[src/design/acc_pkg.sv]
/*
 * constants and carrier types of the conversion control block.
 * assumes one 20 MHz clock that also serves as the converter clock.
 */
package acc_pkg;

	//////////////////////////////////////////////////////////////////////
	// timing
	localparam int unsigned ACC_CLK_PERIOD_NS = 50;
	localparam int unsigned ACC_CONV_TIME_NS  = 28000;
	// conversion length, exact division
	localparam int unsigned ACC_CONV_CYC      = ACC_CONV_TIME_NS / ACC_CLK_PERIOD_NS;
	localparam int unsigned ACC_START_MAX_NS  = 2670;
	// longest start delay, rounded down
	localparam int unsigned ACC_START_MAX_CYC = ACC_START_MAX_NS / ACC_CLK_PERIOD_NS;
	localparam int unsigned ACC_RES_BITS      = 8;

	//////////////////////////////////////////////////////////////////////
	// register offsets
	localparam logic [3:0] ACC_OFS_MODE = 4'h0;
	localparam logic [3:0] ACC_OFS_RES  = 4'h1;
	localparam logic [3:0] ACC_OFS_SCC  = 4'h2;
	localparam logic [3:0] ACC_OFS_PCC  = 4'h3;

	// field positions
	localparam int unsigned ACC_MODE_CH_LSB     = 4;
	localparam int unsigned ACC_MODE_START_BIT  = 3;
	localparam int unsigned ACC_MODE_DONE_BIT   = 2;
	localparam int unsigned ACC_SCC_OSCSTOP_BIT = 3;
	localparam int unsigned ACC_SCC_SUBCLK_BIT  = 0;
	localparam int unsigned ACC_PCC_SPEED_LSB   = 0;

	// reset values
	localparam logic [7:0] ACC_MODE_RST = 8'h04;
	localparam logic [7:0] ACC_RES_RST  = 8'h7F;
	localparam logic [7:0] ACC_SCC_RST  = 8'h00;
	localparam logic [7:0] ACC_PCC_RST  = 8'h00;

	//////////////////////////////////////////////////////////////////////
	// carriers
	typedef struct packed {
		logic [3:0] addr;
		logic [7:0] wdata;
		logic       wr;
		logic       rd;
	} acc_bus_req_t;

	typedef struct packed {
		logic [2:0] chan;
		logic [7:0] code;
		logic       sample;
		logic       busy;
	} acc_ana_ctl_t;

	typedef enum logic [1:0] {
		ACC_IDLE   = 2'b00,
		ACC_SAMPLE = 2'b01,
		ACC_BITS   = 2'b10
	} acc_state_t;

endpackage

[src/design/acc_conv_ctrl.sv]
/*
 * conversion control of an eight channel 8-bit successive approximation
 * converter: mode, result and clock control registers, sequencer.
 * assumes a register master on the same clock, a comparator pin from
 * the analog front end (asynchronous) and standby levels from the cpu.
 */
// Decided for this implementation: the placing of the registers and the address-and-strobe port.
`timescale 1ns/10ps
module acc_conv_ctrl
	import acc_pkg::*;
#(
	parameter int unsigned CONV_CYC = acc_pkg::ACC_CONV_CYC
) (
	input  wire logic                 clock,
	input  wire logic                 rst,
	input  wire acc_pkg::acc_bus_req_t busReq,
	output logic                [7:0] rdata,
	input  wire logic                 cmpRaw,
	input  wire logic                 stopMode,
	input  wire logic                 haltMode,
	output acc_pkg::acc_ana_ctl_t     anaCtl
);
	import acc_pkg::*;

	localparam int unsigned STEP_CYC   = CONV_CYC / 9;
	localparam int unsigned SAMPLE_CYC = CONV_CYC - 8 * STEP_CYC;
	localparam int          A_START_MAX = ACC_START_MAX_CYC;

	//////////////////////////////////////////////////////////////////////
	// declarations
	acc_state_t   state_r;
	acc_state_t   state_nxt;
	logic [15:0]  cnt_r;
	logic [15:0]  cnt_nxt;
	logic [2:0]   chanField_r;
	logic [2:0]   chanField_nxt;
	logic         startPend_r;
	logic         startPend_nxt;
	logic         done_r;
	logic         done_nxt;
	logic [7:0]   result_r;
	logic [7:0]   result_nxt;
	logic [7:0]   scc_r;
	logic [7:0]   scc_nxt;
	logic [1:0]   pcc_r;
	logic [1:0]   pcc_nxt;
	logic [7:0]   rdata_r;
	logic [7:0]   rdata_nxt;
	acc_ana_ctl_t anaCtl_r;
	acc_ana_ctl_t anaCtl_nxt;
	logic         cmpS1_r;
	logic         cmpS2_r;
	logic         cmpS3_r;
	logic         cmpLvl_r;
	logic         cmpLvl_nxt;
	logic         halted;
	logic         beginConv;
	logic         stepNow;
	logic         finish;
	logic         modeWr;
	logic [7:0]   sarCode;
	logic [7:0]   sarResolved;
	logic         sarLast;
	logic [15:0]  runCnt_r;

	// register address match
	function automatic logic hit(input logic [3:0] a, input logic [3:0] ofs);
		hit = (a == ofs);
	endfunction

	//////////////////////////////////////////////////////////////////////
	// comparator pin synchroniser, accepted when stages two and three agree
	always_comb begin
		cmpLvl_nxt = cmpLvl_r;
		if (cmpS2_r == cmpS3_r) begin
			cmpLvl_nxt = cmpS3_r;
		end
	end

	always_ff @(posedge clock) begin
		if (rst) begin
			cmpS1_r  <= 1'b0;
			cmpS2_r  <= 1'b0;
			cmpS3_r  <= 1'b0;
			cmpLvl_r <= 1'b0;
		end else begin
			cmpS1_r  <= cmpRaw;
			cmpS2_r  <= cmpS1_r;
			cmpS3_r  <= cmpS2_r;
			cmpLvl_r <= cmpLvl_nxt;
		end
	end

	//////////////////////////////////////////////////////////////////////
	// sequencer control terms
	always_comb begin
		halted = stopMode | scc_r[ACC_SCC_OSCSTOP_BIT]
			| (haltMode & scc_r[ACC_SCC_SUBCLK_BIT]);
		modeWr    = busReq.wr & hit(busReq.addr, ACC_OFS_MODE);
		beginConv = startPend_r & ~halted;
		stepNow   = (state_r == ACC_BITS) & ~halted
			& (cnt_r == 16'(STEP_CYC - 1));
		finish    = stepNow & sarLast & ~beginConv;
	end

	acc_sar_core #(
		.W       (ACC_RES_BITS)
	) u_sar (
		.clock   (clock),
		.rst     (rst),
		.load    (beginConv),
		.step    (stepNow & ~beginConv),
		.cmpHigh (cmpLvl_r),
		.code    (sarCode),
		.resolved(sarResolved),
		.lastBit (sarLast)
	);

	//////////////////////////////////////////////////////////////////////
	// sequencer: sample phase then eight equal bit steps
	always_comb begin
		state_nxt  = state_r;
		cnt_nxt    = cnt_r;
		anaCtl_nxt = anaCtl_r;
		anaCtl_nxt.code = sarCode;
		if (beginConv) begin
			state_nxt         = ACC_SAMPLE;
			cnt_nxt           = '0;
			anaCtl_nxt.chan   = chanField_r;
			anaCtl_nxt.sample = 1'b1;
			anaCtl_nxt.busy   = 1'b1;
		end else if (!halted) begin
			case (state_r)
				ACC_IDLE: begin
					cnt_nxt = '0;
				end
				ACC_SAMPLE: begin
					if (cnt_r == 16'(SAMPLE_CYC - 1)) begin
						state_nxt         = ACC_BITS;
						cnt_nxt           = '0;
						anaCtl_nxt.sample = 1'b0;
					end else begin
						cnt_nxt = cnt_r + 16'h0001;
					end
				end
				ACC_BITS: begin
					if (stepNow) begin
						cnt_nxt = '0;
						if (sarLast) begin
							state_nxt       = ACC_IDLE;
							anaCtl_nxt.busy = 1'b0;
						end
					end else begin
						cnt_nxt = cnt_r + 16'h0001;
					end
				end
				default: begin
					state_nxt = ACC_IDLE;
					cnt_nxt   = '0;
				end
			endcase
		end
	end

	always_ff @(posedge clock) begin
		if (rst) begin
			state_r  <= ACC_IDLE;
			cnt_r    <= '0;
			anaCtl_r <= '0;
		end else begin
			state_r  <= state_nxt;
			cnt_r    <= cnt_nxt;
			anaCtl_r <= anaCtl_nxt;
		end
	end

	//////////////////////////////////////////////////////////////////////
	// software registers; hardware set of done wins over a software clear
	always_comb begin
		chanField_nxt = chanField_r;
		startPend_nxt = startPend_r;
		done_nxt      = done_r;
		result_nxt    = result_r;
		scc_nxt       = scc_r;
		pcc_nxt       = pcc_r;
		if (modeWr) begin
			chanField_nxt = busReq.wdata[ACC_MODE_CH_LSB +: 3];
			startPend_nxt = busReq.wdata[ACC_MODE_START_BIT];
			done_nxt      = busReq.wdata[ACC_MODE_DONE_BIT];
		end else if (beginConv) begin
			startPend_nxt = 1'b0;
		end
		if (beginConv) begin
			done_nxt = 1'b0;
		end else if (finish) begin
			done_nxt   = 1'b1;
			result_nxt = sarResolved;
		end
		if (busReq.wr && hit(busReq.addr, ACC_OFS_SCC)) begin
			scc_nxt = '0;
			scc_nxt[ACC_SCC_OSCSTOP_BIT] = busReq.wdata[ACC_SCC_OSCSTOP_BIT];
			scc_nxt[ACC_SCC_SUBCLK_BIT]  = busReq.wdata[ACC_SCC_SUBCLK_BIT];
		end
		if (busReq.wr && hit(busReq.addr, ACC_OFS_PCC)) begin
			pcc_nxt = busReq.wdata[ACC_PCC_SPEED_LSB +: 2];
		end
	end

	always_ff @(posedge clock) begin
		if (rst) begin
			chanField_r <= ACC_MODE_RST[ACC_MODE_CH_LSB +: 3];
			startPend_r <= ACC_MODE_RST[ACC_MODE_START_BIT];
			done_r      <= ACC_MODE_RST[ACC_MODE_DONE_BIT];
			result_r    <= ACC_RES_RST;
			scc_r       <= ACC_SCC_RST;
			pcc_r       <= ACC_PCC_RST[1:0];
		end else begin
			chanField_r <= chanField_nxt;
			startPend_r <= startPend_nxt;
			done_r      <= done_nxt;
			result_r    <= result_nxt;
			scc_r       <= scc_nxt;
			pcc_r       <= pcc_nxt;
		end
	end

	//////////////////////////////////////////////////////////////////////
	// read port, data one cycle after the strobe, unmapped reads zero
	always_comb begin
		rdata_nxt = 8'h00;
		if (busReq.rd) begin
			case (busReq.addr)
				ACC_OFS_MODE: begin
					rdata_nxt[ACC_MODE_CH_LSB +: 3]  = chanField_r;
					rdata_nxt[ACC_MODE_START_BIT]    = startPend_r;
					rdata_nxt[ACC_MODE_DONE_BIT]     = done_r;
				end
				ACC_OFS_RES: begin
					rdata_nxt = result_r;
				end
				ACC_OFS_SCC: begin
					rdata_nxt = scc_r;
				end
				ACC_OFS_PCC: begin
					rdata_nxt[ACC_PCC_SPEED_LSB +: 2] = pcc_r;
				end
				default: begin
					rdata_nxt = 8'h00;
				end
			endcase
		end
	end

	always_ff @(posedge clock) begin
		if (rst) begin
			rdata_r <= 8'h00;
		end else begin
			rdata_r <= rdata_nxt;
		end
	end

	assign rdata  = rdata_r;
	assign anaCtl = anaCtl_r;

	//////////////////////////////////////////////////////////////////////
	// helper: running cycles since the conversion began
	always_ff @(posedge clock) begin
		if (rst) begin
			runCnt_r <= '0;
		end else if (beginConv) begin
			runCnt_r <= '0;
		end else if (state_r != ACC_IDLE && !halted) begin
			runCnt_r <= runCnt_r + 16'h0001;
		end
	end
endmodule

[src/design/acc_sar_core.sv]
/*
 * successive approximation register: trial code and bit pointer.
 * assumes load and step are never high together and come from the
 * same clock domain; cmpHigh is already synchronised.
 */
`timescale 1ns/10ps
module acc_sar_core #(
	parameter int unsigned W = 8
) (
	input  wire logic         clock,
	input  wire logic         rst,
	input  wire logic         load,
	input  wire logic         step,
	input  wire logic         cmpHigh,
	output logic      [W-1:0] code,
	output logic      [W-1:0] resolved,
	output logic              lastBit
);

	logic [W-1:0] code_r;
	logic [W-1:0] code_nxt;
	logic [W-1:0] mask_r;
	logic [W-1:0] mask_nxt;

	// current bit kept when input is at or above the trial
	always_comb begin
		resolved = cmpHigh ? code_r : (code_r & ~mask_r);
		lastBit  = mask_r[0];
		code     = code_r;
	end

	// msb first, decided bits never touched again
	always_comb begin
		code_nxt = code_r;
		mask_nxt = mask_r;
		if (load) begin
			mask_nxt = {1'b1, {(W-1){1'b0}}};
			code_nxt = {1'b1, {(W-1){1'b0}}};
		end else if (step) begin
			mask_nxt = mask_r >> 1;
			code_nxt = resolved | (mask_r >> 1);
		end
	end

	always_ff @(posedge clock) begin
		if (rst) begin
			code_r <= '0;
			mask_r <= '0;
		end else begin
			code_r <= code_nxt;
			mask_r <= mask_nxt;
		end
	end

endmodule

[config.mk]
export PLATFORM = sky130hd
export DESIGN_NAME = acc_conv_ctrl
export DESIGN_NICKNAME = d
export VERILOG_FILES = /design/src/design/acc_pkg.sv /design/src/design/acc_conv_ctrl.sv /design/src/design/acc_sar_core.sv
export SDC_FILE = /design/constraint.sdc
export NUM_CORES = 1
export LEC_CHECK = 0
export ABC_CLOCK_PERIOD_IN_PS = 2500
export BUFFER_PORTS_ARGS = -buffer_cell sky130_fd_sc_hd__buf_2
export CAP_MARGIN = 5
export CORE_MARGIN = 4
export CORE_UTILIZATION = 55
export CTS_CLUSTER_DIAMETER = 40
export DETAILED_ROUTE_END_ITERATION = 7
export HOLD_SLACK_MARGIN = 0.02
export PLACE_DENSITY = 0.74
export SYNTH_ARGS = -nofsm -noshare
export SYNTH_HDL_FRONTEND = slang
export SYNTH_HIERARCHICAL = 1
export SYNTH_SLANG_ARGS = --single-unit
[constraint.sdc]
create_clock -name clock -period 2.5 [get_ports clock]
set_clock_uncertainty 0.05 [all_clocks]
set_input_delay 0.125 -clock clock [delete_from_list [all_inputs] [get_ports clock]]
set_output_delay 0.125 -clock clock [all_outputs]
set_load 0.02 [all_outputs]
==> results by group <==
Place
  – Number of buffers added on ports: 38
  – Dpl cell area: approximately 3400 um^2
  – Global placer's final weighted congestion: around 0.79
  – Worst setup timing slack at the placement stage: 427 ps
  – Number of placed instances with taps included: 455
  – HPWL after DPL: between 4000 and 5000 um

Yosys
  – Post-synth top flop: sky130_fd_sc_hd__dfxtp_1
  – Number of synthesized flops with an enable pin: 0
  – Synth Area per Inst: between 9 and 10 um^2
  – Warnings, synthesis: 6
  – Mapped Cells: 352
  – Asr flop ratio synth: 0%
  – #FFs+latches synth: 76
  – Synth unique cells: 56
  – Total nets after synthesis: approximately 380
  – Sequential fraction of the synthesis area: 47.5%
  – Total standard cell area after synthesis: between 3000 and 4000 um^2

Layout
  – Most common library cell in the layout ignoring fill and taps: sky130_fd_sc_hd__dfxtp_1
  – Nets@finish: 426
  – Fill cell instance count of the final layout: 454
  – Ant diodes: 0
  – P&R area growth vs syn: 17.7%
  – Share of final-layout standard cells stronger than drive strength 1: 18.4%
  – Post-layout instance area: 3770 um^2
  – Most used cells in the layout excluding fill and tap cells: sky130_fd_sc_hd__dfxtp_1, sky130_fd_sc_hd__nand2_1, sky130_fd_sc_hd__buf_2, sky130_fd_sc_hd__a21oi_1, sky130_fd_sc_hd__nor2_1
  – Final std cells w/o fill: 479
  – Sequential cell area: 1520 um^2
  – Core occupancy in the finished layout: 67.7%
  – Combined area of the multi-input logic cells: 1550 um^2

STA
  – Number of failing hold endpoints at the final stage: 0
  – Post-route clock period utilization: 83.0%
  – Maximum clock frequency: 0.482 GHz
  – Final TNS setup: 0 ps
  – PnR worst setup slack: between 400 and 500 ps
  – Setup repair after global routing missed its margin: false
  – Tightest Pin Transition: around 630 ps
  – Setup violators final: 0
  – Slew Viols, Final: 0
  – Worst relative slew slack: 58.0%
  – Post-layout min period: 2070 ps

CTS
  – Insertion delay to the later sink of the worst-skew pair: 350 ps
  – CTS Buf Count: 9
  – Master cell of the clock root buffer: sky130_fd_sc_hd__clkbuf_8
  – Number of H-tree branching levels: 3
  – Sinks on Clock Net: 76
  – Worst-case clock buffer depth: 2
  – Clock-pin slew on the worst setup and hold paths: about 80 ps
  – Post-CTS Resized: 0
  – TritonCTS clock tree: built

Floorplanning
  – Die X: 84.3 um
  – Num ports: 40
  – Core region area: 5570 um^2
  – Rows: 27
  – Initial standard-cell utilization of the core: between 50% and 60%
  – Die ar.: between 7000 and 8000 um^2
  – Die outline height: 84.3 um

Global routing
  – Initial antenna violation count: 0
  – Overall routing resource usage: 20.3%
  – Aggregate global routing overflow: 0
  – Largest net degree at the start of global routing: 34
  – Number of global-route vias before repair: 2,582
  – First-pass GRT wire length: ~12,000 um

Worst setup path
  – Arrival @ worst endpoint: 2270 ps
  – Data required, critical path: 2690 ps
  – CP startpoint kind: flip-flop
  – CP Class: reg2reg
  – Worst setup EP type: flip-flop
  – Critical Path Fanout Max: 15

Route
  – Overall via count from detail_route: about 2,700
  – Routed wire length: 6750 um
  – Initial DRT Pass Iterations: 4
  – Number of DRC markers after the initial detailed-route iteration: 97
  – WL/cell: around 14 um
  – Antenna Nets Post-Route: 0
  – Via/cell ratio: 5.57
  – Remaining design rule violation count: 0

Status
  – Result of the run: finished clean

Power
  – Pwr/cell area: 672 nW/um^2
  – Static Leak: 1.58 nW
  – Highest ir drop seen on vdd: 529 uV

Run
  – Maximum Capacitance Violations: 0

Min path
  – Worst min-delay path class: in2reg
-- repair_timing --
item / CTS / global route
buffers inserted: 0 / 0
hold buffers: 8 / 0
endpoints found under the hold margin: 10 / 0
-- synth_stat cells (2+ instances only) --
master,number,area [um^2]
sky130_fd_sc_hd__a211o_1,7,61.3
sky130_fd_sc_hd__a21o_1,2,15.0
sky130_fd_sc_hd__a21oi_1,33,165
sky130_fd_sc_hd__a31oi_1,8,50.1
sky130_fd_sc_hd__and3_1,4,25.0
sky130_fd_sc_hd__and4_1,2,17.5
sky130_fd_sc_hd__buf_6,3,33.8
sky130_fd_sc_hd__clkbuf_1,6,22.5
sky130_fd_sc_hd__dfxtp_1,76,1520
sky130_fd_sc_hd__ha_1,5,62.6
sky130_fd_sc_hd__inv_1,15,56.3
sky130_fd_sc_hd__inv_2,2,7.51
sky130_fd_sc_hd__mux2i_1,11,110
sky130_fd_sc_hd__nand2_1,47,176
sky130_fd_sc_hd__nand2b_1,3,18.8
sky130_fd_sc_hd__nand3_1,14,70.1
sky130_fd_sc_hd__nand3b_1,2,15.0
sky130_fd_sc_hd__nand4_1,4,25.0
sky130_fd_sc_hd__nor2_1,30,113
sky130_fd_sc_hd__nor2b_1,18,113
sky130_fd_sc_hd__nor3_1,3,15.0
sky130_fd_sc_hd__nor4_2,2,25.0
sky130_fd_sc_hd__o21ai_0,3,15.0
sky130_fd_sc_hd__o21ai_1,7,35.0
sky130_fd_sc_hd__o21ba_1,8,80.1
sky130_fd_sc_hd__or3_2,2,15.0
sky130_fd_sc_hd__xor2_1,6,52.6
-- layout make-up --
type / instances / share of cell area [%]
Sequential cell: 76 / 40.3
Multi-Input combinational cell: 249 / 41.2
Timing Repair Buffer: 49 / 7.76
Clock inverter: 5 / 2.85
Inverter: 17 / 1.69
Clock buffer: 11 / 3.75
Tap cell: 72 / 2.39
-- per-layer routing --
layer	wire, um	part of all wire, %	global-route usage [%]
met4	190	2.8	9.65
met2	3220	48	33.4
met3	368	5.5	4.42
met1	2970	44	25.3
met5	0	0	0
-- critical path: stages (launching register included) --
cell	delay, ps
sky130_fd_sc_hd__dfxtp_1	350
sky130_fd_sc_hd__a211o_2	410
sky130_fd_sc_hd__nor2_2	290
sky130_fd_sc_hd__nand4_4	160
sky130_fd_sc_hd__nor2_4	330
sky130_fd_sc_hd__nor2b_1	100
sky130_fd_sc_hd__a211o_1	280
-- per-stage QoR --
stage	hold WS, ps	power (mW)
after floorplan	147	1.37
after global placement	293	1.41
after detailed placement	294	1.41
after CTS	20.7	2.56
after global routing	46.1	2.62
final	41.8	2.53
-- report_power, final --
part	switching [mW]	total, mW	leakage [nW]	internal (mW)
Combinational	0.0821	0.147	0.837	0.0651
Sequential	0.00991	1.24	0.615	1.23
Clock	0.447	1.14	0.124	0.696
Total	0.539	2.53	1.58	2.00
-- path summary, 6_finish.rpt --
path,depth (start not counted),slack (ps),endpoint,startpoint
min reg2reg,1,400,cmpS2_r,cmpS1_r
max reg2reg,6,430,result_r[3],scc_r[0]
min,2,40,rdata[7],busReq[11]
max,6,430,result_r[3],scc_r[0]
-- sequential cells by signal, indices dropped and copies added (netlist names), 3 cells and up --
register / cells
anaCtl: 13
chanField_r: 3
rdata: 8
result_r: 8
u_sar/mask_r: 8
u_sar/code: 8
cnt_r: 16
-- cells by family (layout without fill, tap and decap cells) --
| family | count (synthesis) | count (layout) | share of synthesized area, % |
|---|---|---|---|
| and+or+nand+nor | 144 | 144 | 23.8 |
| AOI/OAI and AO/OA | 81 | 81 | 17.1 |
| DFF | 76 | 76 | 47.5 |
| buffers and inverters | 27 | 82 | 3.98 |
| muxes | 12 | 12 | 3.79 |
| xor gates and xnor gates | 7 | 7 | 1.91 |
| adders and majority gates | 5 | 5 | 1.95 |
No activity file was read; power rests on OpenSTA's default activity.
